[src/hdl/audio_port_pkg.sv]
// Shared constants for the serial audio port: formats, widths, timing, host register map.
// Assumes both ends run from ref_clk_i at the rate given below.
package audio_port_pkg;

	// ----------------------------------------
	// Formats and sample layout
	// ----------------------------------------
	typedef enum logic [1:0] {
		FMT_STD = 2'b00,
		FMT_LJ = 2'b01,
		FMT_DSP = 2'b10
	} fmt_t;

	localparam int SAMPLE_W = 24;
	localparam int PAIR_W = 2 * SAMPLE_W;
	localparam int FIFO_DEPTH = 16;

	localparam logic [1:0] DLY_LJ = 2'h0;
	localparam logic [1:0] DLY_ONE = 2'h1;
	localparam logic [1:0] DLY_TWO = 2'h2;

	localparam logic [5:0] WBITS_8 = 6'h08;
	localparam logic [5:0] WBITS_16 = 6'h10;
	localparam logic [5:0] WBITS_20 = 6'h14;
	localparam logic [5:0] WBITS_24 = 6'h18;

	function automatic logic [5:0] width_of(input logic [1:0] sel);
		case (sel)
			2'b00: width_of = WBITS_8;
			2'b01: width_of = WBITS_16;
			2'b10: width_of = WBITS_20;
			default: width_of = WBITS_24;
		endcase
	endfunction

	// ----------------------------------------
	// Timing
	// ----------------------------------------
	localparam int CLK_PERIOD_NS = 25;
	localparam int BCLK_PERIOD_NS = 200;
	localparam int BCLK_HALF_CYC = BCLK_PERIOD_NS / (2 * CLK_PERIOD_NS);
	localparam int BCLK_HALF_MIN = 4;

	// ----------------------------------------
	// Host register map
	// ----------------------------------------
	localparam int ADDR_W = 8;
	localparam int DATA_W = 32;
	localparam logic [7:0] REG_CTRL = 8'h00;
	localparam logic [7:0] REG_SLOT = 8'h04;
	localparam logic [7:0] REG_LEFT = 8'h08;
	localparam logic [7:0] REG_RIGHT = 8'h0C;
	localparam logic [7:0] REG_STATUS = 8'h10;

	localparam int CTRL_EN = 0;
	localparam int CTRL_FMT_LSB = 1;
	localparam int CTRL_WSEL_LSB = 3;
	localparam int CTRL_DSP2 = 5;
	localparam int CTRL_FALL = 6;
	localparam logic [6:0] CTRL_RST = 7'h18;
	localparam logic [7:0] SLOT_RST = 8'h20;
	localparam logic [7:0] SLOT_MIN = 8'h1B;

endpackage

[src/hdl/audio_link_if.sv]
// Three-wire serial audio link between the audio clock master and the slave port.
// Assumes the bench joins the two ends through one instance of this interface.
`timescale 1ns/10ps
`default_nettype none
interface audio_link_if;
	logic audio_bit_clock;
	logic audio_frame_sync;
	logic audio_data;

	modport dev (
		input audio_bit_clock,
		input audio_frame_sync,
		output audio_data
	);

	modport host (
		output audio_bit_clock,
		output audio_frame_sync,
		input audio_data
	);
endinterface
`default_nettype wire

[src/hdl/audio_tx_device.sv]
// Slave serial audio transmitter with its sample FIFO.
// Assumes bit clock and frame sync come from the master and are asynchronous to ref_clk_i.
//
// The register addresses and the plain strobed port are this design's own decisions.
`timescale 1ns/10ps
`default_nettype none

// ----------------------------------------
// Sample FIFO
// ----------------------------------------
module audio_sample_fifo #(
	parameter int WIDTH = 48,
	parameter int DEPTH = 16
) (
	input wire logic ref_clk_i,
	input wire logic sys_rst_i,
	input wire logic in_valid_i,
	output logic in_ready_o,
	input wire logic [WIDTH-1:0] in_data_i,
	output logic out_valid_o,
	input wire logic out_ready_i,
	output logic [WIDTH-1:0] out_data_o
);
	localparam int PTR_W = $clog2(DEPTH);
	localparam int CNT_W = $clog2(DEPTH + 1);
	localparam logic [CNT_W-1:0] FULL_CNT = CNT_W'(DEPTH);

	generate
		if (DEPTH < 2 || (DEPTH & (DEPTH - 1)) != 0) begin : g_bad_depth
			$error("fifo depth must be a power of two, at least 2");
		end
	endgenerate

	logic [WIDTH-1:0] mem_ff [DEPTH];
	logic [PTR_W-1:0] wr_ptr_ff;
	logic [PTR_W-1:0] rd_ptr_ff;
	logic [CNT_W-1:0] count_ff;
	logic [CNT_W-1:0] nxt_count;
	logic ready_ff;
	logic push;
	logic pop;

	assign push = in_valid_i & ready_ff;
	assign pop = out_ready_i & (count_ff != '0);
	assign in_ready_o = ready_ff;
	assign out_valid_o = (count_ff != '0);
	assign out_data_o = mem_ff[rd_ptr_ff];

	always_comb begin
		nxt_count = count_ff;
		if (push && !pop) begin
			nxt_count = count_ff + 1'b1;
		end else if (pop && !push) begin
			nxt_count = count_ff - 1'b1;
		end
	end

	always_ff @(posedge ref_clk_i) begin
		if (push) begin
			mem_ff[wr_ptr_ff] <= in_data_i;
		end
	end

	always_ff @(posedge ref_clk_i) begin
		if (sys_rst_i) begin
			wr_ptr_ff <= '0;
			rd_ptr_ff <= '0;
			count_ff <= '0;
			ready_ff <= 1'b0;
		end else begin
			wr_ptr_ff <= wr_ptr_ff + PTR_W'(push);
			rd_ptr_ff <= rd_ptr_ff + PTR_W'(pop);
			count_ff <= nxt_count;
			// Registered so the port ready comes from a flop
			ready_ff <= (nxt_count != FULL_CNT);
		end
	end
endmodule

// ----------------------------------------
// Slave transmitter
// ----------------------------------------
module audio_tx_device #(
	parameter int DEPTH = audio_port_pkg::FIFO_DEPTH
) (
	input wire logic ref_clk_i,
	input wire logic sys_rst_i,
	input wire logic [audio_port_pkg::SAMPLE_W-1:0] left_i,
	input wire logic [audio_port_pkg::SAMPLE_W-1:0] right_i,
	input wire logic sample_valid_i,
	output logic sample_ready_o,
	input wire audio_port_pkg::fmt_t fmt_i,
	input wire logic [1:0] width_sel_i,
	input wire logic dsp_second_i,
	input wire logic capture_fall_i,
	output logic underrun_o,
	audio_link_if.dev link
);
	import audio_port_pkg::*;

	logic bclk_meta_ff, bclk_sync_ff, bclk_prev_ff;
	logic fs_meta_ff, fs_sync_ff, fs_prev_ff;
	logic [PAIR_W-1:0] fifo_data;
	logic fifo_valid;
	logic launch, ev_left, ev_right, fs_edge;
	logic [1:0] dly;
	logic [5:0] wbits, total;
	logic [SAMPLE_W-1:0] mask, left_m, right_m;
	logic [PAIR_W-1:0] word;
	logic [PAIR_W-1:0] shreg_ff;
	logic [SAMPLE_W-1:0] right_hold_ff;
	logic [5:0] cnt_ff;
	logic [1:0] wait_ff;
	logic dout_ff, underrun_ff;

	audio_sample_fifo #(.WIDTH(PAIR_W), .DEPTH(DEPTH)) u_fifo (
		.ref_clk_i(ref_clk_i),
		.sys_rst_i(sys_rst_i),
		.in_valid_i(sample_valid_i),
		.in_ready_o(sample_ready_o),
		.in_data_i({left_i, right_i}),
		.out_valid_o(fifo_valid),
		.out_ready_i(ev_left),
		.out_data_o(fifo_data)
	);

	// ----------------------------------------
	// Pin synchronisers
	// ----------------------------------------
	always_ff @(posedge ref_clk_i) begin
		if (sys_rst_i) begin
			bclk_meta_ff <= 1'b0;
			bclk_sync_ff <= 1'b0;
			bclk_prev_ff <= 1'b0;
			fs_meta_ff <= 1'b0;
			fs_sync_ff <= 1'b0;
			fs_prev_ff <= 1'b0;
		end else begin
			bclk_meta_ff <= link.audio_bit_clock;
			bclk_sync_ff <= bclk_meta_ff;
			bclk_prev_ff <= bclk_sync_ff;
			fs_meta_ff <= link.audio_frame_sync;
			fs_sync_ff <= fs_meta_ff;
			fs_prev_ff <= fs_sync_ff;
		end
	end

	// ----------------------------------------
	// Event decode
	// ----------------------------------------
	always_comb begin
		// Data changes on the edge opposite the capture edge
		launch = capture_fall_i ? (bclk_sync_ff & ~bclk_prev_ff) : (~bclk_sync_ff & bclk_prev_ff);
		fs_edge = fs_sync_ff ^ fs_prev_ff;
		wbits = width_of(width_sel_i);
		mask = ~(24'hFFFFFF >> wbits);
		left_m = fifo_valid ? (fifo_data[PAIR_W-1:SAMPLE_W] & mask) : '0;
		right_m = fifo_valid ? (fifo_data[SAMPLE_W-1:0] & mask) : '0;
		ev_left = 1'b0;
		ev_right = 1'b0;
		dly = DLY_ONE;
		total = wbits;
		word = {right_hold_ff, 24'h000000};
		case (fmt_i)
			FMT_DSP: begin
				ev_left = fs_sync_ff & ~fs_prev_ff;
				dly = dsp_second_i ? DLY_TWO : DLY_ONE;
				total = 6'(wbits << 1);
				word = {left_m, 24'h000000} | ({right_m, 24'h000000} >> wbits);
			end
			FMT_LJ: begin
				ev_left = fs_edge & fs_sync_ff;
				ev_right = fs_edge & ~fs_sync_ff;
				dly = DLY_LJ;
				if (ev_left) begin
					word = {left_m, 24'h000000};
				end
			end
			default: begin
				ev_left = fs_edge & ~fs_sync_ff;
				ev_right = fs_edge & fs_sync_ff;
				dly = DLY_ONE;
				if (ev_left) begin
					word = {left_m, 24'h000000};
				end
			end
		endcase
	end

	// ----------------------------------------
	// Serialiser
	// ----------------------------------------
	always_ff @(posedge ref_clk_i) begin
		if (sys_rst_i) begin
			shreg_ff <= '0;
			cnt_ff <= '0;
			wait_ff <= '0;
			dout_ff <= 1'b0;
		end else if (ev_left || ev_right) begin
			// A new sync edge restarts the word whatever the idle count was
			wait_ff <= dly;
			if (dly == DLY_LJ) begin
				dout_ff <= word[PAIR_W-1];
				shreg_ff <= word << 1;
				cnt_ff <= total - 6'h01;
			end else begin
				dout_ff <= 1'b0;
				shreg_ff <= word;
				cnt_ff <= total;
			end
		end else if (launch) begin
			if (wait_ff != '0) begin
				wait_ff <= wait_ff - 2'h1;
				if (wait_ff == DLY_ONE) begin
					dout_ff <= shreg_ff[PAIR_W-1];
					shreg_ff <= shreg_ff << 1;
					cnt_ff <= cnt_ff - 6'h01;
				end else begin
					dout_ff <= 1'b0;
				end
			end else if (cnt_ff != '0) begin
				dout_ff <= shreg_ff[PAIR_W-1];
				shreg_ff <= shreg_ff << 1;
				cnt_ff <= cnt_ff - 6'h01;
			end else begin
				dout_ff <= 1'b0;
			end
		end
	end

	always_ff @(posedge ref_clk_i) begin
		if (sys_rst_i) begin
			right_hold_ff <= '0;
			underrun_ff <= 1'b0;
		end else begin
			if (ev_left) begin
				right_hold_ff <= right_m;
			end
			// Empty FIFO sends silence rather than stalling the frame
			underrun_ff <= ev_left & ~fifo_valid;
		end
	end

	assign link.audio_data = dout_ff;
	assign underrun_o = underrun_ff;
endmodule
`default_nettype wire

[src/flat_wrapper.sv]
// flat-port wrapper written by rule: the top's interface ports become plain ports
module audio_tx_device_flat import audio_port_pkg::*;
#(
	parameter int DEPTH = audio_port_pkg::FIFO_DEPTH
)
  (ref_clk_i, sys_rst_i, left_i, right_i, sample_valid_i, sample_ready_o, fmt_i, width_sel_i, dsp_second_i, capture_fall_i, underrun_o, link_audio_bit_clock, link_audio_frame_sync, link_audio_data);
  audio_link_if link_i ();
  input wire logic ref_clk_i;
  input wire logic sys_rst_i;
  input wire logic [audio_port_pkg::SAMPLE_W-1:0] left_i;
  input wire logic [audio_port_pkg::SAMPLE_W-1:0] right_i;
  input wire logic sample_valid_i;
  output logic sample_ready_o;
  input wire audio_port_pkg::fmt_t fmt_i;
  input wire logic [1:0] width_sel_i;
  input wire logic dsp_second_i;
  input wire logic capture_fall_i;
  output logic underrun_o;
  input wire logic [$bits(link_i.audio_bit_clock)-1:0] link_audio_bit_clock;
  input wire logic [$bits(link_i.audio_frame_sync)-1:0] link_audio_frame_sync;
  output wire logic [$bits(link_i.audio_data)-1:0] link_audio_data;
  assign link_i.audio_bit_clock = link_audio_bit_clock;
  assign link_i.audio_frame_sync = link_audio_frame_sync;
  assign link_audio_data = link_i.audio_data;
  audio_tx_device #(.DEPTH(DEPTH)) u_core (.ref_clk_i(ref_clk_i), .sys_rst_i(sys_rst_i), .left_i(left_i), .right_i(right_i), .sample_valid_i(sample_valid_i), .sample_ready_o(sample_ready_o), .fmt_i(fmt_i), .width_sel_i(width_sel_i), .dsp_second_i(dsp_second_i), .capture_fall_i(capture_fall_i), .underrun_o(underrun_o), .link(link_i));
endmodule
[config.mk]
export PLATFORM = sky130hd
export DESIGN_NAME = audio_tx_device_flat
export DESIGN_NICKNAME = d
export VERILOG_FILES = /design/src/hdl/audio_port_pkg.sv /design/src/hdl/audio_link_if.sv /design/src/hdl/audio_tx_device.sv /design/src/flat_wrapper.sv
export SDC_FILE = /design/constraint.sdc
export NUM_CORES = 1
export LEC_CHECK = 0
export BUFFER_PORTS_ARGS = -buffer_cell sky130_fd_sc_hd__clkbuf_2
export CORE_MARGIN = 2
export CORE_UTILIZATION = 55
export DETAILED_ROUTE_END_ITERATION = 6
export MAX_ROUTING_LAYER = met4
export PLACE_DENSITY = 0.76
export SYNTH_ARGS = -nofsm -noshare
export SYNTH_HDL_FRONTEND = slang
export SYNTH_SLANG_ARGS = --single-unit
[constraint.sdc]
create_clock -name ref_clk_i -period 8.3 [get_ports ref_clk_i]
set_input_delay 0.83 -clock ref_clk_i [delete_from_list [all_inputs] [get_ports ref_clk_i]]
set_output_delay 0.83 -clock ref_clk_i [all_outputs]
set_load 0.05 [all_outputs]
Word-level counts from Yosys, hierarchy flattened
Memory sizes are Yosys's and may differ from the RTL's. A register that Yosys moved wholly into a read port is not among the register bits.
Index checks and enable logic that the tools add are counted.
{ "totals": {"reg_bits": 102, "ram_bits": 768, "in_bits": 59, "output_inout_bits": 3, "wordCells": 104, "mem_count": 1} }
{ "op_classes": {"n_addsub": 7, "n_eq_ne": 7, "shift": 2, "muxes": 38, "n_bitwise": 18, "reduce_logical": 15} }
{ "memory_table": {"columns": ["name", "depth", "word_bits", "read_ports", "rd_ports_with_merged_regs", "write_ports", "line_no", "text"], "rows": [
  ["u_core.u_fifo.mem_ff", 16, 48, 1, 1, 1, "audio_tx_device.sv:34", "logic [WIDTH-1:0] mem_ff [DEPTH];"]
]} }
{ "op_table": {"columns": ["cell", "n"], "rows": [
  ["$mux 48", 8],
  ["$pmux 48 s2", 1],
  ["$and 24x24->24", 2],
  ["$mux 24", 2],
  ["$or 48x48->48", 1],
  ["$shr 48x5->48", 1],
  ["$mux 6", 7],
  ["$not 24->24", 1],
  ["$shr 24x5->24 const A", 1],
  ["$pmux 5 s3", 1],
  ["$sub 6x1->6 const B", 2],
  ["$mux 5", 2],
  ["$mux 1", 9],
  ["$add 4x1->4", 2],
  ["$and 1x1->1", 8],
  ["$mux 2", 4],
  ["$eq 2x1->1 const B", 3],
  ["$reduce_bool 2->1", 3],
  ["$reduce_bool 6->1", 1],
  ["$add 5x1->5 const B", 1],
  ["$ne 5x5->1 const B", 1],
  ["$not 1->1", 5],
  ["$reduce_bool 5->1", 1],
  ["$sub 5x1->5 const B", 1],
  ["14 further kinds", 19]
]} }

Longest topological paths before layout
{ "logic_depth": {"depth_word": 11, "ltp_mapped": 13, "mapped_depth_nobuf": 10} }

Modules after synthesis
A second synthesis with hierarchy kept.
{ "hier_totals": {"cells_unflattened": 1958, "area_unflattened_um2": 36069.6} }
{ "modules_own_cells": {"columns": ["mod", "instances", "cells_per_inst", "area_per_inst_um2"], "rows": [
  ["audio_sample_fifo", 1, 1165, 29843.6],
  ["audio_tx_device", 1, 793, 6226.0]
]} }

Worst setup path before layout
Ideal clock, no wire load.
{ "synth_path": {"path_kind": "input -> register", "startpoint": "input port sample_valid_i", "endpoint": "memory u_core.u_fifo.mem_ff[0][0] (enable)", "arrival_ns": 4.628, "required_ns": 7.787, "setup_slack_ns": 3.160, "stages": 3, "cell_sequence": "nand2_1 -> or3_1 -> nor3_1"} }
{ "synth_via": {"elab_chain_cells": 3} }
{ "synth_lines": {"columns": ["element", "line_no", "text"], "rows": [
  ["from (decl)", "flat_wrapper.sv:12", "input wire logic sample_valid_i;"],
  ["$and 1x1->1", "audio_tx_device.sv:43", "assign push = in_valid_i & ready_ff;"],
  ["$mux 1", "audio_tx_device.sv:59", "if (push) begin"],
  ["$mux 1 (implied by the code)", "audio_tx_device.sv:60", "mem_ff[wr_ptr_ff] <= in_data_i;"],
  ["to (decl)", "audio_tx_device.sv:34", null]
]} }
Every way passes these cells.

==> impl_metrics.env <==
export IMPL_outcome="completed"
export IMPL_maxCapViolations=0
export IMPL_p_comb_share_pct=5.4
export IMPL_ys_flop_type="edfxtp_1"
export IMPL_post_cts_buffers=0
export IMPL_period_minus_slack_ns=4.34
export IMPL_synthArstFlopShare_pct=0
export IMPL_fin_area_sq_um=40000
export IMPL_post_cts_resized=0
export IMPL_design_core_area_sq_um=64300
export IMPL_cts_sinks=870
export IMPL_antenna_left=0
export IMPL_grt_start_max_net_pins=117
export IMPL_final_max_slew_violation_count=0
export IMPL_power_leakage_nw=12.7
export IMPL_grt_pass1_vias=20600
export IMPL_cp_end_kind="register"
export IMPL_cp_data_required_time_ns=8.76
export IMPL_layoutNonFillerInstCount=3099
export IMPL_wl_per_cell_microns=30.5
export IMPL_min_period_over_period_pct=52.3
export IMPL_area_growth_pct=11.9
export IMPL_drive_gt1_share_pct=20.9
export IMPL_place_area_sq_um=36900
export IMPL_io_buffers=61
export IMPL_crit_arrival_ns=4.80
export IMPL_placed_cells=2934
export IMPL_clk_path_buf_depth=3
export IMPL_die_w_microns=259
export IMPL_ir_drop_uv=190
export IMPL_p_clk_share_pct=43.8
export IMPL_synth_compound_area_share_pct=7.08
export IMPL_start_util_pct=55.5
export IMPL_grt_first_pass_wirelength_mm=138
export IMPL_cts_root_buf="clkbuf_16"
export IMPL_worstPathMaxFanout=116
export IMPL_cts_tree="yes"
export IMPL_gp_congestion=0.972
export IMPL_p_int_mw=7.48
export IMPL_synth_fa_ha_area_share_pct=0.665
export IMPL_min_path_type="in -> reg"
export IMPL_clock_skew_ns=0.0328
export IMPL_max_stage_delay_ns=0.62
export IMPL_fp_row_count=93
export IMPL_finalSetupViolations=0
export IMPL_synth_top_family_by_area="multiplexers"
export IMPL_swShare_pct=21.5
export IMPL_drtPass1Iterations=5
export IMPL_critPathLaunchType="register"
export IMPL_critical_path_cell_chain="buf_4 -> buf_12 -> nor2b_1 -> a221oi_1 -> a22oi_1 -> a21o_1 -> o21ai_0 -> mux2i_1 -> a221oi_1"
export IMPL_final_nets=2246
export IMPL_grt_total_usage_pct=29.3
export IMPL_synthesis_nets=2177
export IMPL_crit_type="reg -> reg"
export IMPL_vias_per_cell=6.69
export IMPL_synthCells=2099
export IMPL_ys_warnings_count=0
export IMPL_drt_met1_wl_mm=37.4
export IMPL_syn_avg_cell_area_sq_um=17.0
export IMPL_synth_seq_area_share_pct=70.2
export IMPL_crit_slowest_cell="dfxtp_4"
export IMPL_rsz0062_at_grt="no"
export IMPL_clock_latency_ns=0.64
export IMPL_vias=20700
export IMPL_drcViolationCount=0
export IMPL_relSlewSlack_pct=24.5
export IMPL_cts_hold_buffers=0
export IMPL_synth_edf_count=768
export IMPL_p_per_area_nw_per_um2=238
export IMPL_wl_mm=94.7
export IMPL_wl_met2_mm=45.4
export IMPL_htreeDepth=3
export IMPL_die_area_sq_um=67000
export IMPL_max_freq_ghz=0.231
export IMPL_post_synth_mux_area_share_pct=14.3
export IMPL_synth_xor_area_share_pct=0.368
export IMPL_dp_hpwl_mm=52.4
export IMPL_synth_seq_cells=870
export IMPL_hold_viol_final=0
export IMPL_antenna_found_initial=4
export IMPL_clkTransAtPathRegs_ns=0.06
export IMPL_chipHeight_microns=259
export IMPL_fillers=4441
export IMPL_top_layer_used="met4"
export IMPL_yosys_area_share_simple_pct=5.03
export IMPL_cp_common_cell="a221oi_1"
export IMPL_first_iter_violations=2592
export IMPL_p_seq_share_pct=50.8
export IMPL_ios=62
export IMPL_cts_made_buffers=87
export IMPL_syn_cell_area_sq_um=35700
export IMPL_worstMarginPinSlew_ns=1.12
export IMPL_tns_ns=0
export IMPL_synth_distinct_cells=80
export IMPL_switchingPower_mw=2.04
export IMPL_gr_total_overflow=0
export IMPL_wl_met3_mm=8.58
kinds of logic (layout without fill, tap and decap cells):
group | after synthesis | after routing
and+or+nand+nor | 390 | 390
xor gates and xnor gates | 15 | 15
buffers and inverters | 150 | 291
other | 0 | 4
adders and majority gates | 19 | 19
DFF | 870 | 870
muxes | 291 | 291
AOI/OAI and AO/OA | 364 | 364
power by group through the flow:
| stage | combinational, mW | clock [mW] | sequential (mW) |
|---|---|---|---|
| global placement | 0.490 | 0 | 4.92 |
| CTS | 0.503 | 4.22 | 4.83 |
| finish | 0.513 | 4.17 | 4.84 |
| detailed placement | 0.498 | 0 | 4.93 |
| global route | 0.545 | 4.38 | 4.84 |
| floorplan | 0.291 | 0 | 4.92 |
cells in the final DEF (no fill, tap or decap), drive strengths merged, types with 18 or more instances in the layout:
cell type	n
edfxtp	768
a22oi	27
nor2	111
clkinv	36
dfxtp	102
nor3	24
a211oi	40
a21oi	64
ha	19
buf	48
mux2i	94
o21ai	59
clkbuf	158
mux2	28
nor2b	27
nand3	34
mux4	169
nand2	126
nand2b	18
o22ai	27
inv	26
state kept, by name, indices dropped and copies added, names as in the netlist:
signal / cells
u_core.bclk_meta_ff: 1
u_core.bclk_prev_ff: 1
u_core.bclk_sync_ff: 1
u_core.cnt_ff: 6
u_core.fs_meta_ff: 1
u_core.fs_prev_ff: 1
u_core.fs_sync_ff: 1
u_core.link.audio_data: 1
u_core.right_hold_ff: 24
u_core.shreg_ff: 48
u_core.u_fifo.count_ff: 5
u_core.u_fifo.in_ready_o: 1
u_core.u_fifo.mem_ff: 768
u_core.u_fifo.rd_ptr_ff: 4
u_core.u_fifo.wr_ptr_ff: 4
u_core.underrun_o: 1
u_core.wait_ff: 2
layer usage:
| metal | vias to the layer above | GRT usage [%] |
|---|---|---|
| li1 | 8618 | - |
| met1 | 10700 | 40.0 |
| met2 | 1185 | 44.9 |
| met3 | 207 | 4.86 |
| met4 | 0 | 11.0 |
| met5 | - | - |
cell type report:
cell class                 count  area [sq um]  share of cell area [%]
sequential                   870         25100                    62.8
multi-input combinational   1079          9950                    24.9
clock buffer                  98          2280                    5.71
tap                          855          1070                    2.68
clock inverter                63           768                    1.92
timing repair buffer         108           696                    1.74
inverter                      22          87.6                   0.219
antenna                        4          10.0                  0.0250
synthesized netlist by cell type (21+ instances only):
library cell,number,share of area (%)
o21ai_0,59,0.83
mux4_2,157,9.9
a22oi_1,27,0.57
buf_2,29,0.41
clkbuf_1,51,0.54
buf_4,21,0.44
a211oi_1,40,0.84
mux2i_1,94,2.6
nand3_1,34,0.48
nor2_1,111,1.2
o22ai_1,27,0.47
nand2_1,126,1.3
nor2b_1,27,0.47
edfxtp_1,768,65
mux2_2,28,0.88
dfxtp_1,102,5.7
a21oi_1,63,0.88
nor3_1,24,0.34
through the flow:
stage                     hold slack, ns  utilization [%]  power (mW)  worst slack [ns]
after CTS                          0.394             62.1        9.55              4.08
final                              0.422             62.1        9.52              3.96
after global routing               0.436             62.1        9.76              3.84
after detailed placement           0.438             57.4        5.43              4.08
after floorplan                    0.414                -        5.21              3.16
after global placement             0.434             57.4        5.41              4.18
critical path: cells and delay by family, from the launching register on:
kind / cells / cell delay, ns
compound gates: 5 / 1.51
mux: 1 / 0.26
simple gates: 1 / 0.51
buf+inv: 2 / 1.14
flops: 1 / 0.62
path summary, 6_finish.rpt:
check / end / slack [ns] / start / cells past startpoint
worst max-delay path: u_core.shreg_ff[10] / 3.96 / u_core.u_fifo.rd_ptr_ff[2] / 9
worst min-delay path: u_core.fs_meta_ff / 0.42 / link_audio_frame_sync / 2
worst max register to register: u_core.shreg_ff[10] / 3.96 / u_core.u_fifo.rd_ptr_ff[2] / 9
worst min register to register: u_core.bclk_sync_ff / 0.45 / u_core.bclk_meta_ff / 1
(Power assumes the default switching activity.)
